### src/rtc_cfg_pkg.sv
/*
  constants for the rtc configuration, alarm output and trim block:
  register addresses, field positions, reset values, decode tables and
  timing figures. assumes a 250 MHz core clock and a 32.768 kHz
  oscillator level presented synchronously to that clock.
*/
`default_nettype none

package rtc_cfg_pkg;

  // ----------------------------------------------------------------
  // register addresses on the serial register port
  // ----------------------------------------------------------------
  localparam logic [7:0] ADDR_GUARD   = 8'h10;  // write_guard_cfg
  localparam logic [7:0] ADDR_IRQ     = 8'h11;  // alarm_irq_clkout_cfg
  localparam logic [7:0] ADDR_ATRIM   = 8'h12;  // analog_trim_cfg
  localparam logic [7:0] ADDR_DTRIM   = 8'h13;  // digital_trim_cfg
  localparam logic [7:0] ADDR_PWR     = 8'h14;  // power_switch_cfg
  localparam logic [7:0] ADDR_STATUS  = 8'h3f;  // status, alarm flags

  // ----------------------------------------------------------------
  // writable bit masks and reset values
  // ----------------------------------------------------------------
  localparam logic [7:0] MASK_GUARD   = 8'hf8;
  localparam logic [7:0] MASK_IRQ     = 8'hf8;
  localparam logic [7:0] MASK_ATRIM   = 8'h3f;
  localparam logic [7:0] MASK_DTRIM   = 8'h07;
  localparam logic [7:0] MASK_PWR     = 8'hc7;
  localparam logic [7:0] RST_GUARD    = 8'h18;
  localparam logic [7:0] RST_IRQ      = 8'h00;
  localparam logic [7:0] RST_ATRIM    = 8'h00;
  localparam logic [7:0] RST_DTRIM    = 8'h00;
  localparam logic [7:0] RST_PWR      = 8'h00;

  // ----------------------------------------------------------------
  // field positions
  // ----------------------------------------------------------------
  localparam int GUARD_LSB   = 5;   // write_guard_field [7:5]
  localparam int IM_BIT      = 7;   // pulsed_alarm_select
  localparam int ALARM1_IRQ_ON_BIT    = 6;   // alarm1_irq_on
  localparam int ALARM0_IRQ_ON_BIT    = 5;   // alarm0_irq_on
  localparam int FO_LSB      = 3;   // clk_out_sel_hi/lo [4:3]
  localparam int BUS_OFF_IN_BACKUP_BIT    = 7;   // bus_off_in_backup
  localparam int BSW_BIT     = 6;   // supply_switch_policy
  localparam int SR_AL1_BIT  = 6;   // alarm1_flag in status
  localparam int SR_AL0_BIT  = 5;   // alarm0_flag in status
  localparam int DT_SIGN_BIT = 2;   // digital_trim_sign
  localparam int DT_10_BIT   = 1;   // digital_trim_10ppm
  localparam int DT_20_BIT   = 0;   // digital_trim_20ppm
  localparam int AT_TOP_BIT  = 5;   // inverted 16 pF weight

  // ----------------------------------------------------------------
  // write guard partitions, eeprom address bounds
  // ----------------------------------------------------------------
  localparam logic [8:0] EE_UPPER_Q   = 9'h180;
  localparam logic [8:0] EE_UPPER_H   = 9'h100;
  localparam logic [8:0] EE_FIRST_4P  = 9'h03f;
  localparam logic [8:0] EE_FIRST_8P  = 9'h07f;
  localparam logic [8:0] EE_FIRST_16P = 9'h0ff;

  // ----------------------------------------------------------------
  // clock output selection codes
  // ----------------------------------------------------------------
  typedef enum logic [1:0] {
    CLKSEL_ALARM, CLKSEL_32K, CLKSEL_4096, CLKSEL_1HZ
  } clk_sel_t;
  localparam int DIV_4096_BIT = 2;    // 32768 / 8
  localparam int DIV_1HZ_BIT  = 14;   // 32768 / 32768
  localparam int DIV_W        = 15;

  // ----------------------------------------------------------------
  // trim figures
  // ----------------------------------------------------------------
  localparam logic [6:0] CX_BASE_HALF_PF = 7'd18;   // 9 pF in 0.5 pF
  localparam logic [5:0] PPM_STEP_10     = 6'd10;
  localparam logic [5:0] PPM_STEP_20     = 6'd20;
  localparam logic [20:0] OSC_HZ         = 21'd32768;
  localparam logic [20:0] PPM_DEN        = 21'd1000000;

  // ----------------------------------------------------------------
  // reset threshold decode, millivolts
  // ----------------------------------------------------------------
  localparam logic [12:0] VRST_4640 = 13'd4640;
  localparam logic [12:0] VRST_4380 = 13'd4380;
  localparam logic [12:0] VRST_3090 = 13'd3090;
  localparam logic [12:0] VRST_2920 = 13'd2920;
  localparam logic [12:0] VRST_2630 = 13'd2630;

  // ----------------------------------------------------------------
  // timing
  // ----------------------------------------------------------------
  localparam int CLK_MHZ       = 250;
  localparam int PULSE_NS      = 1000;   // pulsed alarm low time
  localparam int PULSE_CYC     = (PULSE_NS * CLK_MHZ + 999) / 1000;
  localparam int PULSE_W       = 9;

endpackage

`default_nettype wire

### src/rtc_cfg_alarm_trim.sv
/*
  configuration registers, alarm flag and shared output pin logic,
  oscillator divider with digital trim, write guard and power policy.
  assumes the serial bus engine presents decoded byte accesses on the
  register port, the alarm comparators give one-cycle match pulses and
  the oscillator level arrives synchronous to clock.
*/
// Overview of operation
// guarded eeprom writes are silently dropped
// guard field decodes six protected partitions
// alarms drive pin only with enable, clkout off
// pulsed mode pulses pin on every match
// both enabled alarms each signal the pin
// clkout select gives alarm, 32k, 4096, 1Hz
// active clock output suppresses alarm signalling
// six bit analog trim sets pin capacitance
// digital trim alters counts per second
// top digital trim bit is sign
// trim weights 10 and 20 ppm summed
// bus disabled in backup when bit set
// policy bit picks standard or legacy switching
// threshold field decodes five reset voltages
// alarm flag set on match regardless enable
// single event holds pin low until read
// pulsed interrupt is fixed length low pulse
`default_nettype none

module rtc_cfg_alarm_trim #(
  parameter logic [7:0] PWR_RESET = rtc_cfg_pkg::RST_PWR  // variant strap
) (
  input  wire logic        clock,
  input  wire logic        srst,
  input  wire logic [7:0]  reg_addr,              // register address
  input  wire logic        reg_wr,                // write strobe
  input  wire logic [7:0]  reg_wdata,             // write byte
  input  wire logic        reg_rd,                // read strobe
  output logic      [7:0]  reg_rdata,             // read byte
  input  wire logic [8:0]  ee_addr,               // eeprom write target
  input  wire logic        ee_wr_req,             // eeprom write request
  output logic             ee_wr_go,              // write allowed
  input  wire logic        alarm0_match,          // alarm 0 match pulse
  input  wire logic        alarm1_match,          // alarm 1 match pulse
  output logic             alarm0_flag,           // sticky alarm 0
  output logic             alarm1_flag,           // sticky alarm 1
  input  wire logic        osc_32k,               // oscillator level
  output logic             alarm_or_clock_out_n,  // shared output pin
  output logic      [6:0]  cx_half_pf,            // pin capacitance
  output logic signed [5:0] trim_ppm,             // digital trim value
  output logic             sec_tick,              // trimmed second
  input  wire logic        on_backup,             // backup supply active
  output logic             bus_enable,            // serial bus enable
  output logic             supply_switch_policy,  // 1 legacy, 0 standard
  output logic      [12:0] reset_threshold_mv     // reset trip level
);

  // ----------------------------------------------------------------
  // configuration registers
  // ----------------------------------------------------------------
  logic [7:0]           write_guard_cfg_r;     // guard and watchdog
  logic [7:0]           alarm_irq_clkout_cfg_r;// irq enables, clkout
  logic [7:0]           analog_trim_cfg_r;     // analog trim code
  logic [7:0]           digital_trim_cfg_r;    // digital trim code
  logic [7:0]           power_switch_cfg_r;    // power policy
  logic                 alarm0_flag_r;         // sticky flags
  logic                 alarm1_flag_r;
  logic [7:0]           reg_rdata_r;           // registered read data

  // write strobes per register, status read strobe
  wire wr_guard = reg_wr && (reg_addr == rtc_cfg_pkg::ADDR_GUARD);
  wire wr_irq   = reg_wr && (reg_addr == rtc_cfg_pkg::ADDR_IRQ);
  wire wr_atrim = reg_wr && (reg_addr == rtc_cfg_pkg::ADDR_ATRIM);
  wire wr_dtrim = reg_wr && (reg_addr == rtc_cfg_pkg::ADDR_DTRIM);
  wire wr_pwr   = reg_wr && (reg_addr == rtc_cfg_pkg::ADDR_PWR);
  wire sr_read  = reg_rd && (reg_addr == rtc_cfg_pkg::ADDR_STATUS);

  // field views
  wire [2:0] write_guard_field = write_guard_cfg_r[rtc_cfg_pkg::GUARD_LSB +: 3];
  wire       pulsed_alarm_select = alarm_irq_clkout_cfg_r[rtc_cfg_pkg::IM_BIT];
  wire       alarm1_irq_on = alarm_irq_clkout_cfg_r[rtc_cfg_pkg::ALARM1_IRQ_ON_BIT];
  wire       alarm0_irq_on = alarm_irq_clkout_cfg_r[rtc_cfg_pkg::ALARM0_IRQ_ON_BIT];
  wire [1:0] clk_out_sel   = alarm_irq_clkout_cfg_r[rtc_cfg_pkg::FO_LSB +: 2];
  wire       bus_off_in_backup = power_switch_cfg_r[rtc_cfg_pkg::BUS_OFF_IN_BACKUP_BIT];

  // register writes keep reserved bits at zero
  always_ff @(posedge clock)
  begin
    if (srst)
    begin
      write_guard_cfg_r      <= rtc_cfg_pkg::RST_GUARD;
      alarm_irq_clkout_cfg_r <= rtc_cfg_pkg::RST_IRQ;
      analog_trim_cfg_r      <= rtc_cfg_pkg::RST_ATRIM;
      digital_trim_cfg_r     <= rtc_cfg_pkg::RST_DTRIM;
      power_switch_cfg_r     <= PWR_RESET & rtc_cfg_pkg::MASK_PWR;
    end
    else
    begin
      if (wr_guard) write_guard_cfg_r <= reg_wdata & rtc_cfg_pkg::MASK_GUARD;
      if (wr_irq)   alarm_irq_clkout_cfg_r <= reg_wdata & rtc_cfg_pkg::MASK_IRQ;
      if (wr_atrim) analog_trim_cfg_r <= reg_wdata & rtc_cfg_pkg::MASK_ATRIM;
      if (wr_dtrim) digital_trim_cfg_r <= reg_wdata & rtc_cfg_pkg::MASK_DTRIM;
      if (wr_pwr)   power_switch_cfg_r <= reg_wdata & rtc_cfg_pkg::MASK_PWR;
    end
  end

  // ----------------------------------------------------------------
  // read mux and alarm flags
  // ----------------------------------------------------------------
  logic [7:0] rd_mux;   // selected read byte, unmapped reads zero
  always_comb
  begin
    rd_mux = 8'h00;
    unique case (reg_addr)
      rtc_cfg_pkg::ADDR_GUARD:  rd_mux = write_guard_cfg_r;
      rtc_cfg_pkg::ADDR_IRQ:    rd_mux = alarm_irq_clkout_cfg_r;
      rtc_cfg_pkg::ADDR_ATRIM:  rd_mux = analog_trim_cfg_r;
      rtc_cfg_pkg::ADDR_DTRIM:  rd_mux = digital_trim_cfg_r;
      rtc_cfg_pkg::ADDR_PWR:    rd_mux = power_switch_cfg_r;
      rtc_cfg_pkg::ADDR_STATUS:
      begin
        rd_mux[rtc_cfg_pkg::SR_AL1_BIT] = alarm1_flag_r;
        rd_mux[rtc_cfg_pkg::SR_AL0_BIT] = alarm0_flag_r;
      end
      default:                  rd_mux = 8'h00;
    endcase
  end

  // flags set on any match, cleared by status read, set wins
  wire alarm0_flag_nxt = alarm0_match | (alarm0_flag_r & ~sr_read);
  wire alarm1_flag_nxt = alarm1_match | (alarm1_flag_r & ~sr_read);

  // read data and flag update
  always_ff @(posedge clock)
  begin
    if (srst)
    begin
      reg_rdata_r   <= 8'h00;
      alarm0_flag_r <= 1'b0;
      alarm1_flag_r <= 1'b0;
    end
    else
    begin
      if (reg_rd) reg_rdata_r <= rd_mux;
      alarm0_flag_r <= alarm0_flag_nxt;
      alarm1_flag_r <= alarm1_flag_nxt;
    end
  end

  // ----------------------------------------------------------------
  // eeprom write guard
  // ----------------------------------------------------------------
  // true when addr falls in the partition the field protects
  function automatic logic guard_hit(input logic [2:0] fld, input logic [8:0] a);
    unique case (fld)
      3'h0:    guard_hit = 1'b0;
      3'h1:    guard_hit = (a >= rtc_cfg_pkg::EE_UPPER_Q);
      3'h2:    guard_hit = (a >= rtc_cfg_pkg::EE_UPPER_H);
      3'h4:    guard_hit = (a <= rtc_cfg_pkg::EE_FIRST_4P);
      3'h5:    guard_hit = (a <= rtc_cfg_pkg::EE_FIRST_8P);
      3'h6:    guard_hit = (a <= rtc_cfg_pkg::EE_FIRST_16P);
      default: guard_hit = 1'b1;
    endcase
  endfunction

  wire ee_blocked = guard_hit(write_guard_field, ee_addr);
  assign ee_wr_go = ee_wr_req & ~ee_blocked;

  // ----------------------------------------------------------------
  // oscillator divider with digital trim
  // ----------------------------------------------------------------
  logic [rtc_cfg_pkg::DIV_W-1:0] div_r;       // oscillator count
  logic                          osc_q_r;     // last oscillator level
  logic [20:0]                   trim_acc_r;  // ppm-count accumulator
  logic                          add_pend_r;  // one extra count owed
  logic                          skip_pend_r; // one count to drop
  logic                          sec_tick_r;

  wire       osc_rise = osc_32k & ~osc_q_r;
  wire       dt_sign  = digital_trim_cfg_r[rtc_cfg_pkg::DT_SIGN_BIT];
  wire [5:0] dt_mag   = (digital_trim_cfg_r[rtc_cfg_pkg::DT_10_BIT] ?
                         rtc_cfg_pkg::PPM_STEP_10 : 6'd0) +
                        (digital_trim_cfg_r[rtc_cfg_pkg::DT_20_BIT] ?
                         rtc_cfg_pkg::PPM_STEP_20 : 6'd0);
  wire [1:0] div_step = skip_pend_r ? 2'd0 : (add_pend_r ? 2'd2 : 2'd1);
  wire [rtc_cfg_pkg::DIV_W:0] div_sum = {1'b0, div_r} +
                                        {{(rtc_cfg_pkg::DIV_W-1){1'b0}}, div_step};
  wire       sec_nxt  = osc_rise & div_sum[rtc_cfg_pkg::DIV_W];
  wire [20:0] acc_sum = trim_acc_r + 21'(dt_mag * rtc_cfg_pkg::OSC_HZ);
  wire       acc_ovf  = (acc_sum >= rtc_cfg_pkg::PPM_DEN) && (dt_mag != 6'd0);

  // each second adds ppm*32768 micro-counts; a whole count is then
  // added or dropped so the averaged error is corrected
  always_ff @(posedge clock)
  begin
    if (srst)
    begin
      div_r       <= '0;
      osc_q_r     <= 1'b0;
      trim_acc_r  <= 21'd0;
      add_pend_r  <= 1'b0;
      skip_pend_r <= 1'b0;
      sec_tick_r  <= 1'b0;
    end
    else
    begin
      osc_q_r    <= osc_32k;
      sec_tick_r <= sec_nxt;
      if (osc_rise)
      begin
        div_r <= div_sum[rtc_cfg_pkg::DIV_W-1:0];
        if (div_step != 2'd1)
        begin
          add_pend_r  <= 1'b0;
          skip_pend_r <= 1'b0;
        end
      end
      if (sec_nxt)
      begin
        trim_acc_r <= acc_ovf ? acc_sum - rtc_cfg_pkg::PPM_DEN : acc_sum;
        if (acc_ovf && !dt_sign) add_pend_r  <= 1'b1;
        if (acc_ovf && dt_sign)  skip_pend_r <= 1'b1;
      end
    end
  end

  assign sec_tick = sec_tick_r;
  assign trim_ppm = dt_sign ? -$signed(dt_mag) : $signed(dt_mag);

  // ----------------------------------------------------------------
  // shared alarm / clock output pin
  // ----------------------------------------------------------------
  logic [rtc_cfg_pkg::PULSE_W-1:0] pulse_cnt_r;  // pulse time left
  logic                            pin_n_r;      // registered pin level

  wire alarm_route = (clk_out_sel == rtc_cfg_pkg::CLKSEL_ALARM);
  wire any_irq_on  = alarm0_irq_on | alarm1_irq_on;
  wire single_low  = alarm_route & ~pulsed_alarm_select &
                     ((alarm0_flag_r & alarm0_irq_on) |
                      (alarm1_flag_r & alarm1_irq_on));
  wire pulse_start = alarm_route & pulsed_alarm_select &
                     ((alarm0_match & alarm0_irq_on) |
                      (alarm1_match & alarm1_irq_on));
  wire pulse_keep  = alarm_route & pulsed_alarm_select & any_irq_on;
  wire pulse_on    = (pulse_cnt_r != '0) & pulse_keep;

  // pin level for each clock output selection
  logic pin_n_nxt;
  always_comb
  begin
    pin_n_nxt = 1'b1;
    unique case (clk_out_sel)
      rtc_cfg_pkg::CLKSEL_ALARM: pin_n_nxt = ~(single_low | pulse_on);
      rtc_cfg_pkg::CLKSEL_32K:   pin_n_nxt = osc_q_r;
      rtc_cfg_pkg::CLKSEL_4096:  pin_n_nxt = div_r[rtc_cfg_pkg::DIV_4096_BIT];
      rtc_cfg_pkg::CLKSEL_1HZ:   pin_n_nxt = div_r[rtc_cfg_pkg::DIV_1HZ_BIT];
    endcase
  end

  // pulse timer restarts on each match, stops when mode is left
  always_ff @(posedge clock)
  begin
    if (srst)
    begin
      pulse_cnt_r <= '0;
      pin_n_r     <= 1'b1;
    end
    else
    begin
      if (pulse_start)
        pulse_cnt_r <= rtc_cfg_pkg::PULSE_W'(rtc_cfg_pkg::PULSE_CYC);
      else if (!pulse_keep)
        pulse_cnt_r <= '0;
      else if (pulse_cnt_r != '0)
        pulse_cnt_r <= pulse_cnt_r - 1'b1;
      pin_n_r <= pin_n_nxt;
    end
  end

  // ----------------------------------------------------------------
  // analog trim, power policy, reset threshold
  // ----------------------------------------------------------------
  assign cx_half_pf = {~analog_trim_cfg_r[rtc_cfg_pkg::AT_TOP_BIT], 5'b0} +
                      {2'b0, analog_trim_cfg_r[4:0]} +
                      rtc_cfg_pkg::CX_BASE_HALF_PF;
  assign bus_enable = ~(on_backup & bus_off_in_backup);
  assign supply_switch_policy = power_switch_cfg_r[rtc_cfg_pkg::BSW_BIT];

  // decode of the threshold field, unlisted codes keep the top level
  always_comb
  begin
    unique case (power_switch_cfg_r[2:0])
      3'h1:    reset_threshold_mv = rtc_cfg_pkg::VRST_4380;
      3'h2:    reset_threshold_mv = rtc_cfg_pkg::VRST_3090;
      3'h3:    reset_threshold_mv = rtc_cfg_pkg::VRST_2920;
      3'h4:    reset_threshold_mv = rtc_cfg_pkg::VRST_2630;
      default: reset_threshold_mv = rtc_cfg_pkg::VRST_4640;
    endcase
  end

  assign reg_rdata            = reg_rdata_r;
  assign alarm0_flag          = alarm0_flag_r;
  assign alarm1_flag          = alarm1_flag_r;
  assign alarm_or_clock_out_n = pin_n_r;
endmodule

`default_nettype wire

### config.mk
export PLATFORM = sky130hd
export DESIGN_NAME = rtc_cfg_alarm_trim
export DESIGN_NICKNAME = d
export VERILOG_FILES = /design/src/rtc_cfg_pkg.sv /design/src/rtc_cfg_alarm_trim.sv
export SDC_FILE = /design/constraint.sdc
export NUM_CORES = 1
export LEC_CHECK = 0
export ABC_CLOCK_PERIOD_IN_PS = 7000
export BUFFER_PORTS_ARGS = -buffer_cell sky130_fd_sc_hd__buf_2
export CORE_MARGIN = 2
export CORE_UTILIZATION = 45
export CTS_BUF_LIST = sky130_fd_sc_hd__clkbuf_8
export CTS_CLUSTER_SIZE = 30
export DETAILED_ROUTE_END_ITERATION = 6
export GPL_TIMING_DRIVEN = 0
export PLACE_DENSITY_LB_ADDON = 0.05
export SYNTH_ARGS = -nofsm -noshare
export SYNTH_HDL_FRONTEND = slang
export SYNTH_SLANG_ARGS = --single-unit
### constraint.sdc
create_clock -name clock -period 7 [get_ports clock]
set_input_delay 1.05 -clock clock [delete_from_list [all_inputs] [get_ports clock]]
set_output_delay 1.05 -clock clock [all_outputs]
set_load 0.02 [all_outputs]
==> results.md <==
* Status: complete, no violations
* # diodes at 0
* WL final at 10800 µm
* Combinational power share at 5.7%
* Leak at 1.91 nW
* Pwr Total at 0.814 mW
* Vias in the first global route at 3599
* Post-synth EDFFs at 0
* # clock sinks at 78
* Final worst path period need at 3.30 ns
* IO Count at 75
* Initial Util at 45.7%
* Share of layout cells above drive strength 1 at 16.3%
* Peak supply drop at 0.0913 mV
* Antenna Violating Nets Remaining at 0
* CP Max Fanout at 10
* HP Class: reg -> reg
* P_int at 0.602 mW
* Fraction of registers with async set/reset at 0%
* Die height at 100 µm
* Multi-input logic area at 2400 µm²
* # hold bufs at CTS at 0
* Switching pwr at 0.212 mW
* GR Util All Layers at 22.2%
* Synth unique cells at 60
* Final Hold Viols at 0
* Post-Route Setup TNS at 0 ns
* #FFs+latches synth at 78
* Tightest Pin Transition at 0.703 ns
* Placer Congestion at 0.840
* Via density at 5.48
* Post-Syn Area at 4190 µm²
* Seq/Total Area, Yosys at 37.3%
* Port-buffer cells at 63
* Worst-path clk slew at 0.09 ns
* Mean Syn Cell Area at 8.05 µm²
* Worst Setup Path Type: reg -> reg
* Pwr dens at 169 nW/µm²
* Die area at 10100 µm²
* DRT iter0 DRCs at 186
* Vias post-DR at 3899
* Slew HR at 52.8%
* Final worst-path cycle share at 47.2%
* Synth Area in Compound Gates at 18.6%
* Initial antenna violation count at 0
* Sw Ratio at 26.1%
* Placed instance area at 4650 µm²
* FMAX at 303 MHz
* Critical Path Source Type: flop
* DRC errors left at 0
* Gate Count Post-Synth at 520
* Commonest non-fill, non-tap cell in the layout: dfxtp_1
* Most frequent cells in the layout: dfxtp_1 (78), buf_2 (65), nand2_1 (62)
* Setup Buffers After CTS at 0
* Post-Synth Adder-Cell Area at 5.08%
* Final nets at 645
* WL/cell at 15.1 µm
* Die W at 100 µm
* Root Driver: clkbuf_8
* Predominant post-synthesis flop cell: dfxtp_1
* CP endpoint kind: flop
* Hpwl dp at 8070 µm
* Router iterations before antenna repair at 7
* Filler Cells Inserted at 938
* RSZ-0062 raised after global routing: false
* Total grt overflow at 0
* Req. time, crit path at 7.26 ns
* Post-Synth XOR/XNOR Area at 4.60%
* TritonCTS Buffers at 9
* Area delta synth->final at 15.4%
* # resized after CTS at 0
* Hold WS at 0.449 ns
* Later-pin clock latency in the skew report at 0.35 ns
* Mux cell area share after synthesis at 3.23%
* Largest family of logic cells by synthesized area: simple AND/OR/NAND/NOR gates
* Share of power burned in registers at 55.1%
* Setup-failing EPs final at 0
* Register area at 1560 µm²
* Simple-Gate Fraction of Synth Area at 25.5%
* Max cap viols at 0
* Total core area at 9150 µm²
* CTS tree: built
* CP arrival at 3.56 ns
* Final Cell Area at 4830 µm²
* CTS H-tree depth at 3
* Yosys warnings at 0
* Setup Skew at 0.00996 ns
* First-pass GRT wire length at 17800 µm
* Clock power share at 39.2%
* Slew Limit Fails at 0
* Largest net degree at the start of global routing at 15
* Clock buffer depth at 2
* Rows at 35
## cell type report
cell class / instances / share of cell area [%]
sequential: 78 / 32.3
timing repair buffer: 63 / 6.53
clock buffer: 10 / 2.85
clock inverter: 6 / 0.932
tap: 111 / 2.87
inverter: 21 / 1.63
buffer: 34 / 3.16
multi-input combinational: 389 / 49.7
## worst paths after layout
path	depth (start not counted)	startpoint	slack, ns	end
hold reg to reg	2	pulse_cnt_r[8]	0.45	pulse_cnt_r[8]
setup / recovery	10	digital_trim_cfg_r[1]	3.70	trim_acc_r[14]
hold / removal	2	pulse_cnt_r[8]	0.45	pulse_cnt_r[8]
setup reg to reg	10	digital_trim_cfg_r[1]	3.70	trim_acc_r[14]
## worst max-delay path: stages (launching register included)
cell      delay, ns
dfxtp_1        0.41
ha_1           0.28
fa_1           0.42
a21o_1         0.19
a21oi_1        0.18
xnor2_1        0.16
o21bai_1       0.41
clkbuf_1       0.41
clkbuf_1       0.44
nor4_1         0.11
o21ba_2        0.21
## cell usage after synthesis, drive strengths merged, types with 3 or more instances
| library cell | n | area share (%) |
|---|---|---|
| dfxtp | 78 | 37 |
| nand2 | 62 | 5.6 |
| a21oi | 52 | 6.2 |
| nor2 | 48 | 4.3 |
| nand3 | 29 | 3.5 |
| clkbuf | 24 | 2.2 |
| inv | 21 | 1.9 |
| o21ai | 14 | 1.7 |
| ha | 13 | 3.9 |
| or3 | 13 | 1.9 |
| xor2 | 13 | 2.7 |
| nor3 | 12 | 1.4 |
| buf | 10 | 1.5 |
| or4 | 10 | 1.8 |
| mux2i | 9 | 2.2 |
| o31ai | 9 | 1.6 |
| xnor2 | 9 | 1.9 |
| nor2b | 8 | 1.2 |
| a21o | 7 | 1.3 |
| nand2b | 7 | 1.0 |
| nor4 | 5 | 0.90 |
| a22oi | 4 | 0.72 |
| mux2 | 4 | 1.1 |
| nand3b | 4 | 0.81 |
| nor4b | 4 | 0.84 |
| a311oi | 3 | 0.63 |
| a31oi | 3 | 0.45 |
| a32oi | 3 | 0.63 |
| and4 | 3 | 0.63 |
| o21bai | 3 | 0.54 |
| o31a | 3 | 0.63 |
## per-layer routing
metal / share of wire (%) / global-route usage (%) / wire length (µm)
met2: 47 / 36.4 / 5060
met1: 46 / 29.8 / 4980
met3: 4.9 / 2.98 / 527
met4: 1.8 / 8.43 / 194
met5: 0 / 0 / 0
## cells by family (layout without fill, tap and decap cells)
group | Yosys count | after routing
simple gates | 214 | 214
compound gates | 121 | 121
flops | 78 | 78
buf+inv | 55 | 134
xor+xnor | 22 | 22
fa+ha+maj | 16 | 16
mux | 13 | 13
other cells | 1 | 3
## stage by stage
| step | cells | util [%] | setup WS [ns] |
|---|---|---|---|
| 5_1_grt | 712 | 52.8 | 3.44 |
| 3_3_place_gp | 696 | 50.8 | 3.41 |
| 4_1_cts | 712 | 52.8 | 3.70 |
| 3_5_place_dp | 696 | 50.8 | 3.41 |
| 2_1_floorplan | 522 | - | 3.88 |
| 6_report | 712 | 52.8 | 3.70 |
## power by group through the flow
stage          Combinational, mW  Sequential (mW)  Clock [mW]
2_1_floorplan             0.0245            0.459           0
3_5_place_dp              0.0464            0.459           0
4_1_cts                   0.0465            0.448       0.327
5_1_grt                   0.0510            0.449       0.343
6_report                  0.0463            0.448       0.319
3_3_place_gp              0.0459            0.459           0
## registers in the layout, indices dropped and copies added (netlist names), 3 cells and up
register	cells
alarm_irq_clkout_cfg_r	5
analog_trim_cfg_r	6
digital_trim_cfg_r	3
div_r	15
power_switch_cfg_r	5
pulse_cnt_r	9
reg_rdata	8
trim_acc_r	15
write_guard_cfg_r	5
No activity file was read; power rests on OpenSTA's default activity.
